`src/verilog/omcd_pkg.sv`:
```
package omcd_pkg;
  // ----------------------------------------------------------------
  // timing
  // ----------------------------------------------------------------
  localparam int CLK_MHZ = 250;
  localparam int TICK_MS = 10;
  localparam int TICK_CYC = TICK_MS * CLK_MHZ * 1000;
  localparam int HOLD_MS = 100;
  localparam logic [7:0] HOLD_TICKS = 8'(HOLD_MS / TICK_MS);
  // ----------------------------------------------------------------
  // settings, time in ticks of 10 ms
  // ----------------------------------------------------------------
  localparam logic [7:0] LEVEL_MAX = 8'h32;
  localparam logic [7:0] LEVEL_RST = 8'h05;
  localparam logic [7:0] TIME_MIN = 8'h05;
  localparam logic [7:0] TIME_MAX = 8'h64;
  localparam logic [7:0] TIME_RST = 8'h32;
  localparam logic [7:0] ASSIGN_DET = 8'h09;
  localparam logic [7:0] ASSIGN_RST = 8'h00;
  localparam logic [2:0] TFS_RST = 3'h0;
  localparam int TFS_OVH_BIT = 0;
  localparam int TFS_NC_BIT = 1;
  localparam int TFS_DET_BIT = 2;
  // ----------------------------------------------------------------
  // register map
  // ----------------------------------------------------------------
  localparam logic [7:0] OFS_LEVEL = 8'h00;
  localparam logic [7:0] OFS_TIME = 8'h04;
  localparam logic [7:0] OFS_ASSIGN = 8'h08;
  localparam logic [7:0] OFS_TFS = 8'h0C;
  localparam logic [7:0] OFS_STATUS = 8'h10;
  localparam logic [7:0] OFS_MASK = 8'h14;
  localparam logic [7:0] OFS_STATE = 8'h18;
  localparam int ST_DET = 0;
  localparam int ST_REL = 1;
  localparam logic [1:0] IRQ_RST = 2'h0;

  typedef struct packed {
    logic [7:0] addr;
    logic [31:0] wdata;
    logic wr;
    logic rd;
  } omcd_bus_s;

  typedef struct packed {
    logic running;
    logic [7:0] current_pct;
  } omcd_sense_s;

  typedef enum logic [3:0] {
    S_IDLE = 4'b0001,
    S_QUAL = 4'b0010,
    S_DET = 4'b0100,
    S_HOLD = 4'b1000
  } omcd_state_e;
endpackage
```
`src/verilog/omcd_detector.sv`:
```
`timescale 1ns/100ps
// Behaviour
// (RQ1) running, low current too long: raise detection
// (RQ2) level 0 to 50 percent, default 5
// (RQ3) time 0.05 to 1 s, default 0.5
// (RQ4) pin drives only with assignment value 9
// (RQ5) function select 0-7 sets input roles
// (RQ6) current back above level: hold about 100ms
// (RQ7) avoid high level with long time; writes check each setting alone, level 50 with time 100 is accepted
// (RQ8) timer restarts above level, idle when stopped
module omcd_detector #(
  parameter int TICK_CYCLES = omcd_pkg::TICK_CYC
) (
  input wire logic sys_clk_i,
  input wire logic rst_i,
  input wire omcd_pkg::omcd_bus_s bus_i,
  output logic [31:0] rdata_o,
  input wire omcd_pkg::omcd_sense_s sense_i,
  output logic mpo_oc_o,
  output logic mpo_oc_oe_o,
  output logic shared_in_overheat_o,
  output logic output_stop_nc_o,
  output logic irq_o
);
  import omcd_pkg::*;

  logic [7:0] level_q;
  logic [7:0] time_q;
  logic [7:0] assign_q;
  logic [2:0] tfs_q;
  logic [1:0] status_q;
  logic [1:0] mask_q;
  logic [1:0] status_set;
  logic [1:0] status_clr;
  omcd_state_e state_q;
  omcd_state_e state_d;
  logic [21:0] div_q;
  logic [7:0] ticks_q;
  logic tick;
  logic below;
  logic pin_en;

  // ----------------------------------------------------------------
  // register writes
  // ----------------------------------------------------------------
  // out-of-range writes are dropped so a setting is always legal, except mask writes, which keep wdata[1:0] of any value
  always_ff @(posedge sys_clk_i) begin
    if (rst_i) begin
      level_q <= LEVEL_RST; // [RQ2]
      time_q <= TIME_RST; // [RQ3]
      assign_q <= ASSIGN_RST;
      tfs_q <= TFS_RST;
      mask_q <= IRQ_RST;
    end else if (bus_i.wr) begin
      if (bus_i.addr == OFS_LEVEL && bus_i.wdata <= 32'(LEVEL_MAX)) begin
        level_q <= bus_i.wdata[7:0]; // [RQ2]
      end
      if (bus_i.addr == OFS_TIME && bus_i.wdata >= 32'(TIME_MIN) &&
          bus_i.wdata <= 32'(TIME_MAX)) begin
        time_q <= bus_i.wdata[7:0]; // [RQ3]
      end
      if (bus_i.addr == OFS_ASSIGN && bus_i.wdata[31:8] == 24'h000000) begin
        assign_q <= bus_i.wdata[7:0];
      end
      if (bus_i.addr == OFS_TFS && bus_i.wdata[31:3] == 29'h0) begin
        tfs_q <= bus_i.wdata[2:0]; // [RQ5]
      end
      if (bus_i.addr == OFS_MASK) begin
        mask_q <= bus_i.wdata[1:0];
      end
    end
  end

  // ----------------------------------------------------------------
  // register reads
  // ----------------------------------------------------------------
  always_ff @(posedge sys_clk_i) begin
    if (rst_i) begin
      rdata_o <= 32'h00000000;
    end else if (bus_i.rd) begin
      unique case (bus_i.addr)
        OFS_LEVEL: rdata_o <= {24'h000000, level_q};
        OFS_TIME: rdata_o <= {24'h000000, time_q};
        OFS_ASSIGN: rdata_o <= {24'h000000, assign_q};
        OFS_TFS: rdata_o <= {29'h0, tfs_q};
        OFS_STATUS: rdata_o <= {30'h0, status_q};
        OFS_MASK: rdata_o <= {30'h0, mask_q};
        OFS_STATE: rdata_o <= {20'h00000, ticks_q, state_q};
        default: rdata_o <= 32'h00000000;
      endcase
    end else begin
      rdata_o <= 32'h00000000;
    end
  end

  // ----------------------------------------------------------------
  // qualification timer
  // ----------------------------------------------------------------
  // a zero level never qualifies: current cannot fall below 0 A
  assign below = sense_i.running && (sense_i.current_pct < level_q); // [RQ1]
  assign tick = (div_q == 22'(TICK_CYCLES - 1));

  // the divider restarts with each phase, so timing is exact to a cycle
  always_ff @(posedge sys_clk_i) begin
    if (rst_i || state_d != state_q || state_q == S_IDLE ||
        state_q == S_DET) begin
      div_q <= 22'h0; // [RQ8]
      ticks_q <= 8'h00;
    end else if (tick) begin
      div_q <= 22'h0;
      ticks_q <= ticks_q + 8'h01;
    end else begin
      div_q <= div_q + 22'h1;
    end
  end

  always_comb begin
    state_d = state_q;
    unique case (state_q)
      S_IDLE: if (below) state_d = S_QUAL;
      S_QUAL: begin
        if (!below) begin
          state_d = S_IDLE; // [RQ8]
        end else if (tick && ticks_q + 8'h01 >= time_q) begin
          state_d = S_DET; // [RQ1] [RQ3]
        end
      end
      S_DET: if (!below) state_d = S_HOLD;
      S_HOLD: begin
        if (below) begin
          state_d = S_DET;
        end else if (tick && ticks_q + 8'h01 >= HOLD_TICKS) begin
          state_d = S_IDLE; // [RQ6]
        end
      end
      default: state_d = S_IDLE;
    endcase
  end

  always_ff @(posedge sys_clk_i) begin
    if (rst_i) begin
      state_q <= S_IDLE;
    end else begin
      state_q <= state_d;
    end
  end

  // ----------------------------------------------------------------
  // terminals
  // ----------------------------------------------------------------
  assign pin_en = (assign_q == ASSIGN_DET) && tfs_q[TFS_DET_BIT];

  // open collector: the pin is only ever pulled low, never driven high
  always_ff @(posedge sys_clk_i) begin
    if (rst_i) begin
      mpo_oc_o <= 1'b0;
      mpo_oc_oe_o <= 1'b0;
      shared_in_overheat_o <= 1'b0;
      output_stop_nc_o <= 1'b0;
    end else begin
      mpo_oc_o <= 1'b0;
      mpo_oc_oe_o <= pin_en && (state_q == S_DET ||
                                state_q == S_HOLD); // [RQ4] [RQ6]
      shared_in_overheat_o <= tfs_q[TFS_OVH_BIT]; // [RQ5]
      output_stop_nc_o <= tfs_q[TFS_NC_BIT]; // [RQ5]
    end
  end

  // ----------------------------------------------------------------
  // interrupts
  // ----------------------------------------------------------------
  assign status_set[ST_DET] = (state_q == S_QUAL) && (state_d == S_DET);
  assign status_set[ST_REL] = (state_q == S_HOLD) && (state_d == S_IDLE);
  assign status_clr = (bus_i.wr && bus_i.addr == OFS_STATUS) ?
                      bus_i.wdata[1:0] : 2'h0;

  always_ff @(posedge sys_clk_i) begin
    if (rst_i) begin
      status_q <= IRQ_RST;
      irq_o <= 1'b0;
    end else begin
      status_q <= status_set | (status_q & ~status_clr);
      irq_o <= |(status_q & mask_q);
    end
  end
endmodule

```
`config.mk`:
```
export PLATFORM = sky130hd
export DESIGN_NAME = omcd_detector
export DESIGN_NICKNAME = d
export VERILOG_FILES = /design/src/verilog/omcd_pkg.sv /design/src/verilog/omcd_detector.sv
export SDC_FILE = /design/constraint.sdc
export NUM_CORES = 1
export LEC_CHECK = 0
export ABC_AREA = 1
export BUFFER_PORTS_ARGS = -buffer_cell sky130_fd_sc_hd__buf_2
export CORE_UTILIZATION = 35
export DETAILED_ROUTE_END_ITERATION = 10
export PLACE_DENSITY = 0.66
export SYNTH_ARGS = -nofsm -noshare
export SYNTH_HDL_FRONTEND = slang
export SYNTH_SLANG_ARGS = --single-unit
```
`constraint.sdc`:
```
create_clock -name sys_clk_i -period 6.3 [get_ports sys_clk_i]
set_clock_uncertainty 0.15 [all_clocks]
set_input_delay 0.315 -clock sys_clk_i [delete_from_list [all_inputs] [get_ports sys_clk_i]]
set_output_delay 0.315 -clock sys_clk_i [all_outputs]
set_load 0.01 [all_outputs]
```
Yosys cells after proc, flatten, opt, wreduce, memory -nomap -nowiden
Cells that the tools add are included.
{"block": "op_classes", "n_addsub": 2, "magnitude_cmp": 6, "eq_ne": 15, "muxes": 9, "n_bitwise": 5, "reduce_logical": 28}
{"op": "$pmux 12 s7", "count": 1}
{"op": "$ge 32x3->1 const B", "count": 1}
{"op": "$le 32x6->1 const B", "count": 1}
{"op": "$le 32x7->1 const B", "count": 1}
{"op": "$logic_not 29->1", "count": 1}
{"op": "$eq 8x4->1 const B", "count": 3}
{"op": "$eq 8x5->1 const B", "count": 3}
{"op": "$logic_not 24->1", "count": 1}
{"op": "$mux 4", "count": 6}
{"op": "$add 22x1->22 const B", "count": 1}
{"op": "$eq 22x22->1 const B", "count": 1}
{"op": "$pmux 4 s4", "count": 1}
{"op": "$logic_and 1x1->1", "count": 13}
{"op": "$reduce_and 2->1", "count": 5}
{"op": "$add 8x1->8 const B", "count": 1}
{"op": "$eq 4x1->1 const B", "count": 2}
{"op": "$eq 4x3->1 const B", "count": 2}
{"op": "$eq 8x3->1 const B", "count": 1}
{"op": "$ge 8x4->1 const B", "count": 1}
{"op": "$ge 8x8->1", "count": 1}
{"op": "$logic_not 8->1", "count": 1}
{"op": "$lt 8x8->1", "count": 1}
{"op": "$reduce_or 2->1", "count": 3}
{"op": "$and 2x2->2", "count": 2}
{"op": "other kinds (8)", "count": 11}
{"block": "word_totals", "register_bits": 101, "in_bits": 53, "output_inout_bits": 37, "word_cells": 79}

Depth between registers and ports, before layout
{"block": "logic_depth", "word_depth": 11, "ltp_mapped": 21}

Worst setup path after synthesis
OpenSTA, ideal clock, no wires.
{"block": "synth_timing", "path_kind": "register -> register", "from": "register ticks_q[0]", "to": "register div_q[6]", "setup_ns": 0.062, "arrival_time_ns": 2.161, "t_required_ns": 6.088, "setup_slack_ns": 3.927, "stages_incl_launch_ff": 21, "synth_period_minus_slack_ns": 2.373, "path_cell_list": "dfxtp_1 > ha_1 > nand2_1 > inv_2 > nand3_1 > nand2_1 > nand2_1 > ha_1 > nand2_1 > nor2_1 > nand2_1 > nand2_1 > nand3_1 > nand2_1 > nand2_1 > nand2_1 > nand4_1 > nor2_2 > nand3_4 > buf_6 > nor2_2"}
{"block": "synth_between", "elab_chain_cells": 11}
{"element": "start: declaration", "line_no": "omcd_detector.sv:38", "rtl": "logic [7:0] ticks_q;"}
{"element": "start signal: assignment", "line_no": "omcd_detector.sv:111", "rtl": "ticks_q <= ticks_q + 8'h01;"}
{"element": "$add 8x1->8 *", "line_no": "omcd_detector.sv:124, omcd_detector.sv:132"}
{"element": "$ge 8x4->1 or $ge 8x8->1 (tied branches)", "line_no": "omcd_detector.sv:132, omcd_detector.sv:124"}
{"element": "$logic_and 1x1->1, on equally long branches", "line_no": "omcd_detector.sv:132, omcd_detector.sv:124"}
{"element": "$mux 4, on equally long branches", "line_no": "omcd_detector.sv:132, omcd_detector.sv:124"}
{"element": "$mux 4, on equally long branches", "line_no": "omcd_detector.sv:130, omcd_detector.sv:122"}
{"element": "$pmux 4 s4 *", "line_no": "omcd_detector.sv:119", "rtl": "unique case (state_q)"}
{"element": "$ne 4x4->1 *", "line_no": "omcd_detector.sv:105", "rtl": "if (rst_i || state_d != state_q || state_q == S_IDLE ||"}
{"element": "$logic_or 1x1->1 * (3 in a row)", "line_no": "omcd_detector.sv:105"}
{"element": "$reduce_or 2->1 (no source line) *"}
{"element": "end signal: assignment", "line_no": "omcd_detector.sv:113", "rtl": "div_q <= div_q + 22'h1;"}
{"element": "end: declaration", "line_no": "omcd_detector.sv:37", "rtl": "logic [21:0] div_q;"}
Every way passes the cells marked *; elsewhere a longest branch is shown, timed or not.
A chain may end at the register's enable or synchronous reset.

Final worst setup path
{"block": "layout_timing", "from": "register ticks_q[0]", "to": "register div_q[0]"}
The elaborated chain is that of the path after synthesis.

==> metrics.md <==
| Metric | Value |
|---|---|
| Clock sinks | `81` |
| Reg-to-Reg End | `div_q[0]` |
| Fmax | `357 MHz` |
| Violation count after the first detailed-routing iteration | `approximately 190` |
| Most instantiated library cell after synthesis | `nand2_1` |
| TritonCTS clock tree | `built` |
| Post-synth cell types | `44` |
| Leak | `roughly 2.3 nW` |
| Final setup fails | `0` |
| ANT cells | `0` |
| Die Width | `116 um` |
| Post-CTS Hold Buffers | `0` |
| Comb pwr share | `under 10%` |
| HP Class | `in2reg` |
| Clk buf depth | `2` |
| Tmin final | `2.80 ns` |
| Post-cts sizing count | `0` |
| Die H | `116 um` |
| Post-CTS Setup Bufs | `0` |
| Syn Std Cell Area | `0.00452 mm^2` |
| Commonest cells post-synth | `nand2_1, inv_1, nor2_1` |
| Crit path capture type | `flop` |
| Power per cell area | `around 220 mW/mm^2` |
| Synth Flop Type | `dfxtp_1` |
| Total GRT Usage | `between 15 and 20%` |
| Max-cap violation count | `0` |
| Sequential share of power | `a little over two fifths` |
| Sequential area share after synthesis | `35.8%` |
| Number of global-route vias before repair | `3784` |
| Clock Latency Late Sink | `between 0.3 and 0.4 ns` |
| Inst Count DP | `863` |
| Die ar. | `between 0.01 and 0.015 mm^2` |
| Syn avg cell area | `7.12 um^2` |
| Root Buffer | `clkbuf_16` |
| Sw Ratio | `21.8%` |
| Worst-path maximum fanout | `22` |
| WS Path Type | `reg2reg` |
| GR Overflow Total | `0` |
| Final net count | `773` |
| Crit-path most repeated cell | `nand2_1` |
| Clk pwr share | `49.9%` |
| Via count | `4133` |
| CP cell instances | `ha_1 > nand2_1 > inv_2 > nand3_1 > nand2_1 > nand2_1 > ha_1 > nand2_1 > nor2_1 > nand2_1 > nand2_1 > nand3_1 > nand2_1 > nand2_1 > nand2_1 > nand4_1 > nor2_2 > nand3_4 > nor2_1` |
| Largest net degree at the start of global routing | `30` |
| Buffers on Ports | `68` |
| Tcrit/Tclk final | `~44%` |
| Clock transition at the registers of the reported paths | `0.06 ns` |
| Max stage delay cell, worst path | `dfxtp_1` |
| I/O pin count | `90` |
| Final Hold Viols | `0` |
| Setup repair after global routing missed its margin | `no` |
| Relative slew margins | `46.6%` |
| Worst EP required | `6.41 ns` |
| Syn Inst Count | `about 640` |
| DR WL/cell | `between 10 and 15 um` |
| Layout Cells excl Fill | `between 800 and 900` |
| Pint | `just over 0.9 mW` |
| Routability cong. | `0.862` |
| FFs w/ async S/R, synth | `0%` |
| Routed wire length | `10700 um` |
| Hold EP | `assign_q[7]` |
| R2r worst-path depth | `19` |
| WHS Path Cells | `3` |
| First-pass DRT Iterations | `9` |
| Starting Density | `35.9%` |
| #FFs+latches synth | `81` |
| First-pass GRT wire length | `17700 um` |
| Ys Warns | `0` |
| Post-synth top area share | `about 36%` |
| FF-to-FF Start | `ticks_q[0]` |
| NetSw | `0.256 mW` |
| Post-DRT Antenna Nets | `0` |
| Syn-to-layout area delta | `16.7%` |
| Cts bufs inserted | `9` |
| Slowest stage delay, CP | `0.41 ns` |
| Core area | `0.0126 mm^2` |
| Top post-synthesis cells by area | `dfxtp_1, nand2_1, inv_1` |
| Setup TNS Final | `0 ns` |
| Hpwl dp | `between 8000 and 9000 um` |
| Worst vdd ir | `approximately 0.13 mV` |
| Htree depth | `3` |
| Number of vias per cell | `between 4 and 5` |
| DRC viols | `2` |
| R2r setup slk | `3.50 ns` |
| Failing checks | `DRC` |
| Number of synthesized flops with an enable pin | `0` |
| HP Start | `bus_i[9]` |
| Yosys top cell by area | `dfxtp_1` |
| Slew @ Worst Pin | `around 0.80 ns` |
| Site row count | `41` |
| Pins over their slew limit | `0` |
| CP arrival | `slightly below 3 ns` |
| Layout cells sized above 1 | `between 10% and 20%` |
| Status | `finished with violations` |
| Crit path launch type | `flop` |
| Number of antenna violations at the first check in global routing | `0` |
-- cells by family (layout without fill, tap and decap cells) --
group           Yosys count  count (layout)  share of synthesized area, %
buf+inv                 129             181                          12.8
other cells               1              21                        0.0829
simple gates            295             295                          30.0
compound gates           88              88                          11.8
fa+ha+maj                18              18                          4.98
xor+xnor                 23              23                          4.45
flops                    81              81                          35.8
-- per-stage QoR --
| stage | util (%) | hold WS, ns | setup slack, ns | power (mW) | area [um^2] |
|---|---|---|---|---|---|
| 2_1_floorplan | - | 0.249 | 3.93 | 0.578 | 4600 |
| 3_3_place_gp | 39.1 | 0.285 | 3.58 | 0.598 | 4940 |
| 3_5_place_dp | 39.1 | 0.303 | 3.49 | 0.599 | 4940 |
| 4_1_cts | 41.8 | 0.0942 | 3.47 | 1.19 | 5280 |
| 5_1_grt | 41.8 | 0.102 | 3.06 | 1.21 | 5280 |
| 6_report | 41.8 | 0.103 | 3.50 | 1.17 | 5280 |
-- worst max-delay path by stage --
stage / from / slack [ns] / end
after floorplan: ticks_q[0] / 3.93 / div_q[6]
after global routing: ticks_q[0] / 3.06 / div_q[1]
after global placement: ticks_q[0] / 3.58 / div_q[1]
after CTS: ticks_q[0] / 3.47 / div_q[0]
final: ticks_q[0] / 3.50 / div_q[0]
after detailed placement: ticks_q[0] / 3.49 / div_q[0]
-- power by group through the flow --
stage          logic [mW]  registers, mW  clock network (mW)
2_1_floorplan      0.0524          0.526                   0
3_3_place_gp       0.0725          0.526                   0
3_5_place_dp       0.0728          0.526                   0
4_1_cts            0.0730          0.515               0.598
5_1_grt            0.0826          0.514               0.615
6_report           0.0729          0.515               0.585
-- layer usage --
layer	track usage [%]	up-vias	routed length [um]
li1	-	2146	-
met1	21.3	1815	4850
met2	28.2	148	4930
met3	3.45	24	621
met4	5.73	0	252
met5	0	-	0
-- layout by cell type (no fill, tap or decap), types with 2 or more instances in the layout --
cell       count
inv_2          4
clkbuf_8       3
nand3_1       28
nor4_1         8
conb_1        21
buf_2         68
inv_1         92
dfxtp_1       81
o22ai_1        6
ha_1          18
xnor2_1        4
o31ai_1        2
nor3_2         3
a221oi_1       6
nor2_1        92
nand4_1       13
nor2_2        21
xor2_1        19
nand2_1       98
nor3b_1        2
nand2_2        7
o21ai_0       31
a21oi_1       27
bufinv_16      2
clkbuf_16      9
a311oi_1       3
nor3_1        16
o211ai_1       5
-- critical path, delay by kind of cell, from the launching register on --
kind          cells  cell delay, ns
simple gates     16            1.57
buf+inv           1            0.11
fa+ha+maj         2            0.47
flops             1            0.41
-- flip-flops by register name (all words and copies together) (netlist names) --
name / flops
state_q: 4
shared_in_overheat_o: 1
assign_q: 8
level_q: 8
time_q: 8
mpo_oc_oe_o: 1
mask_q: 2
status_q: 2
div_q: 22
rdata_o: 12
output_stop_nc_o: 1
tfs_q: 3
ticks_q: 8
irq_o: 1
-- final cells by class --
| type | count | area, um^2 |
|---|---|---|
| Inverter | 97 | 364 |
| Clock buffer | 12 | 267 |
| Timing Repair Buffer | 68 | 340 |
| Fill cell | 1360 | 7340 |
| Clock inverter | 4 | 73.8 |
| Sequential cell | 81 | 1620 |
| Multi-Input combinational cell | 445 | 2400 |
| Tap cell | 172 | 215 |
No activity file was read; power rests on OpenSTA's default activity.
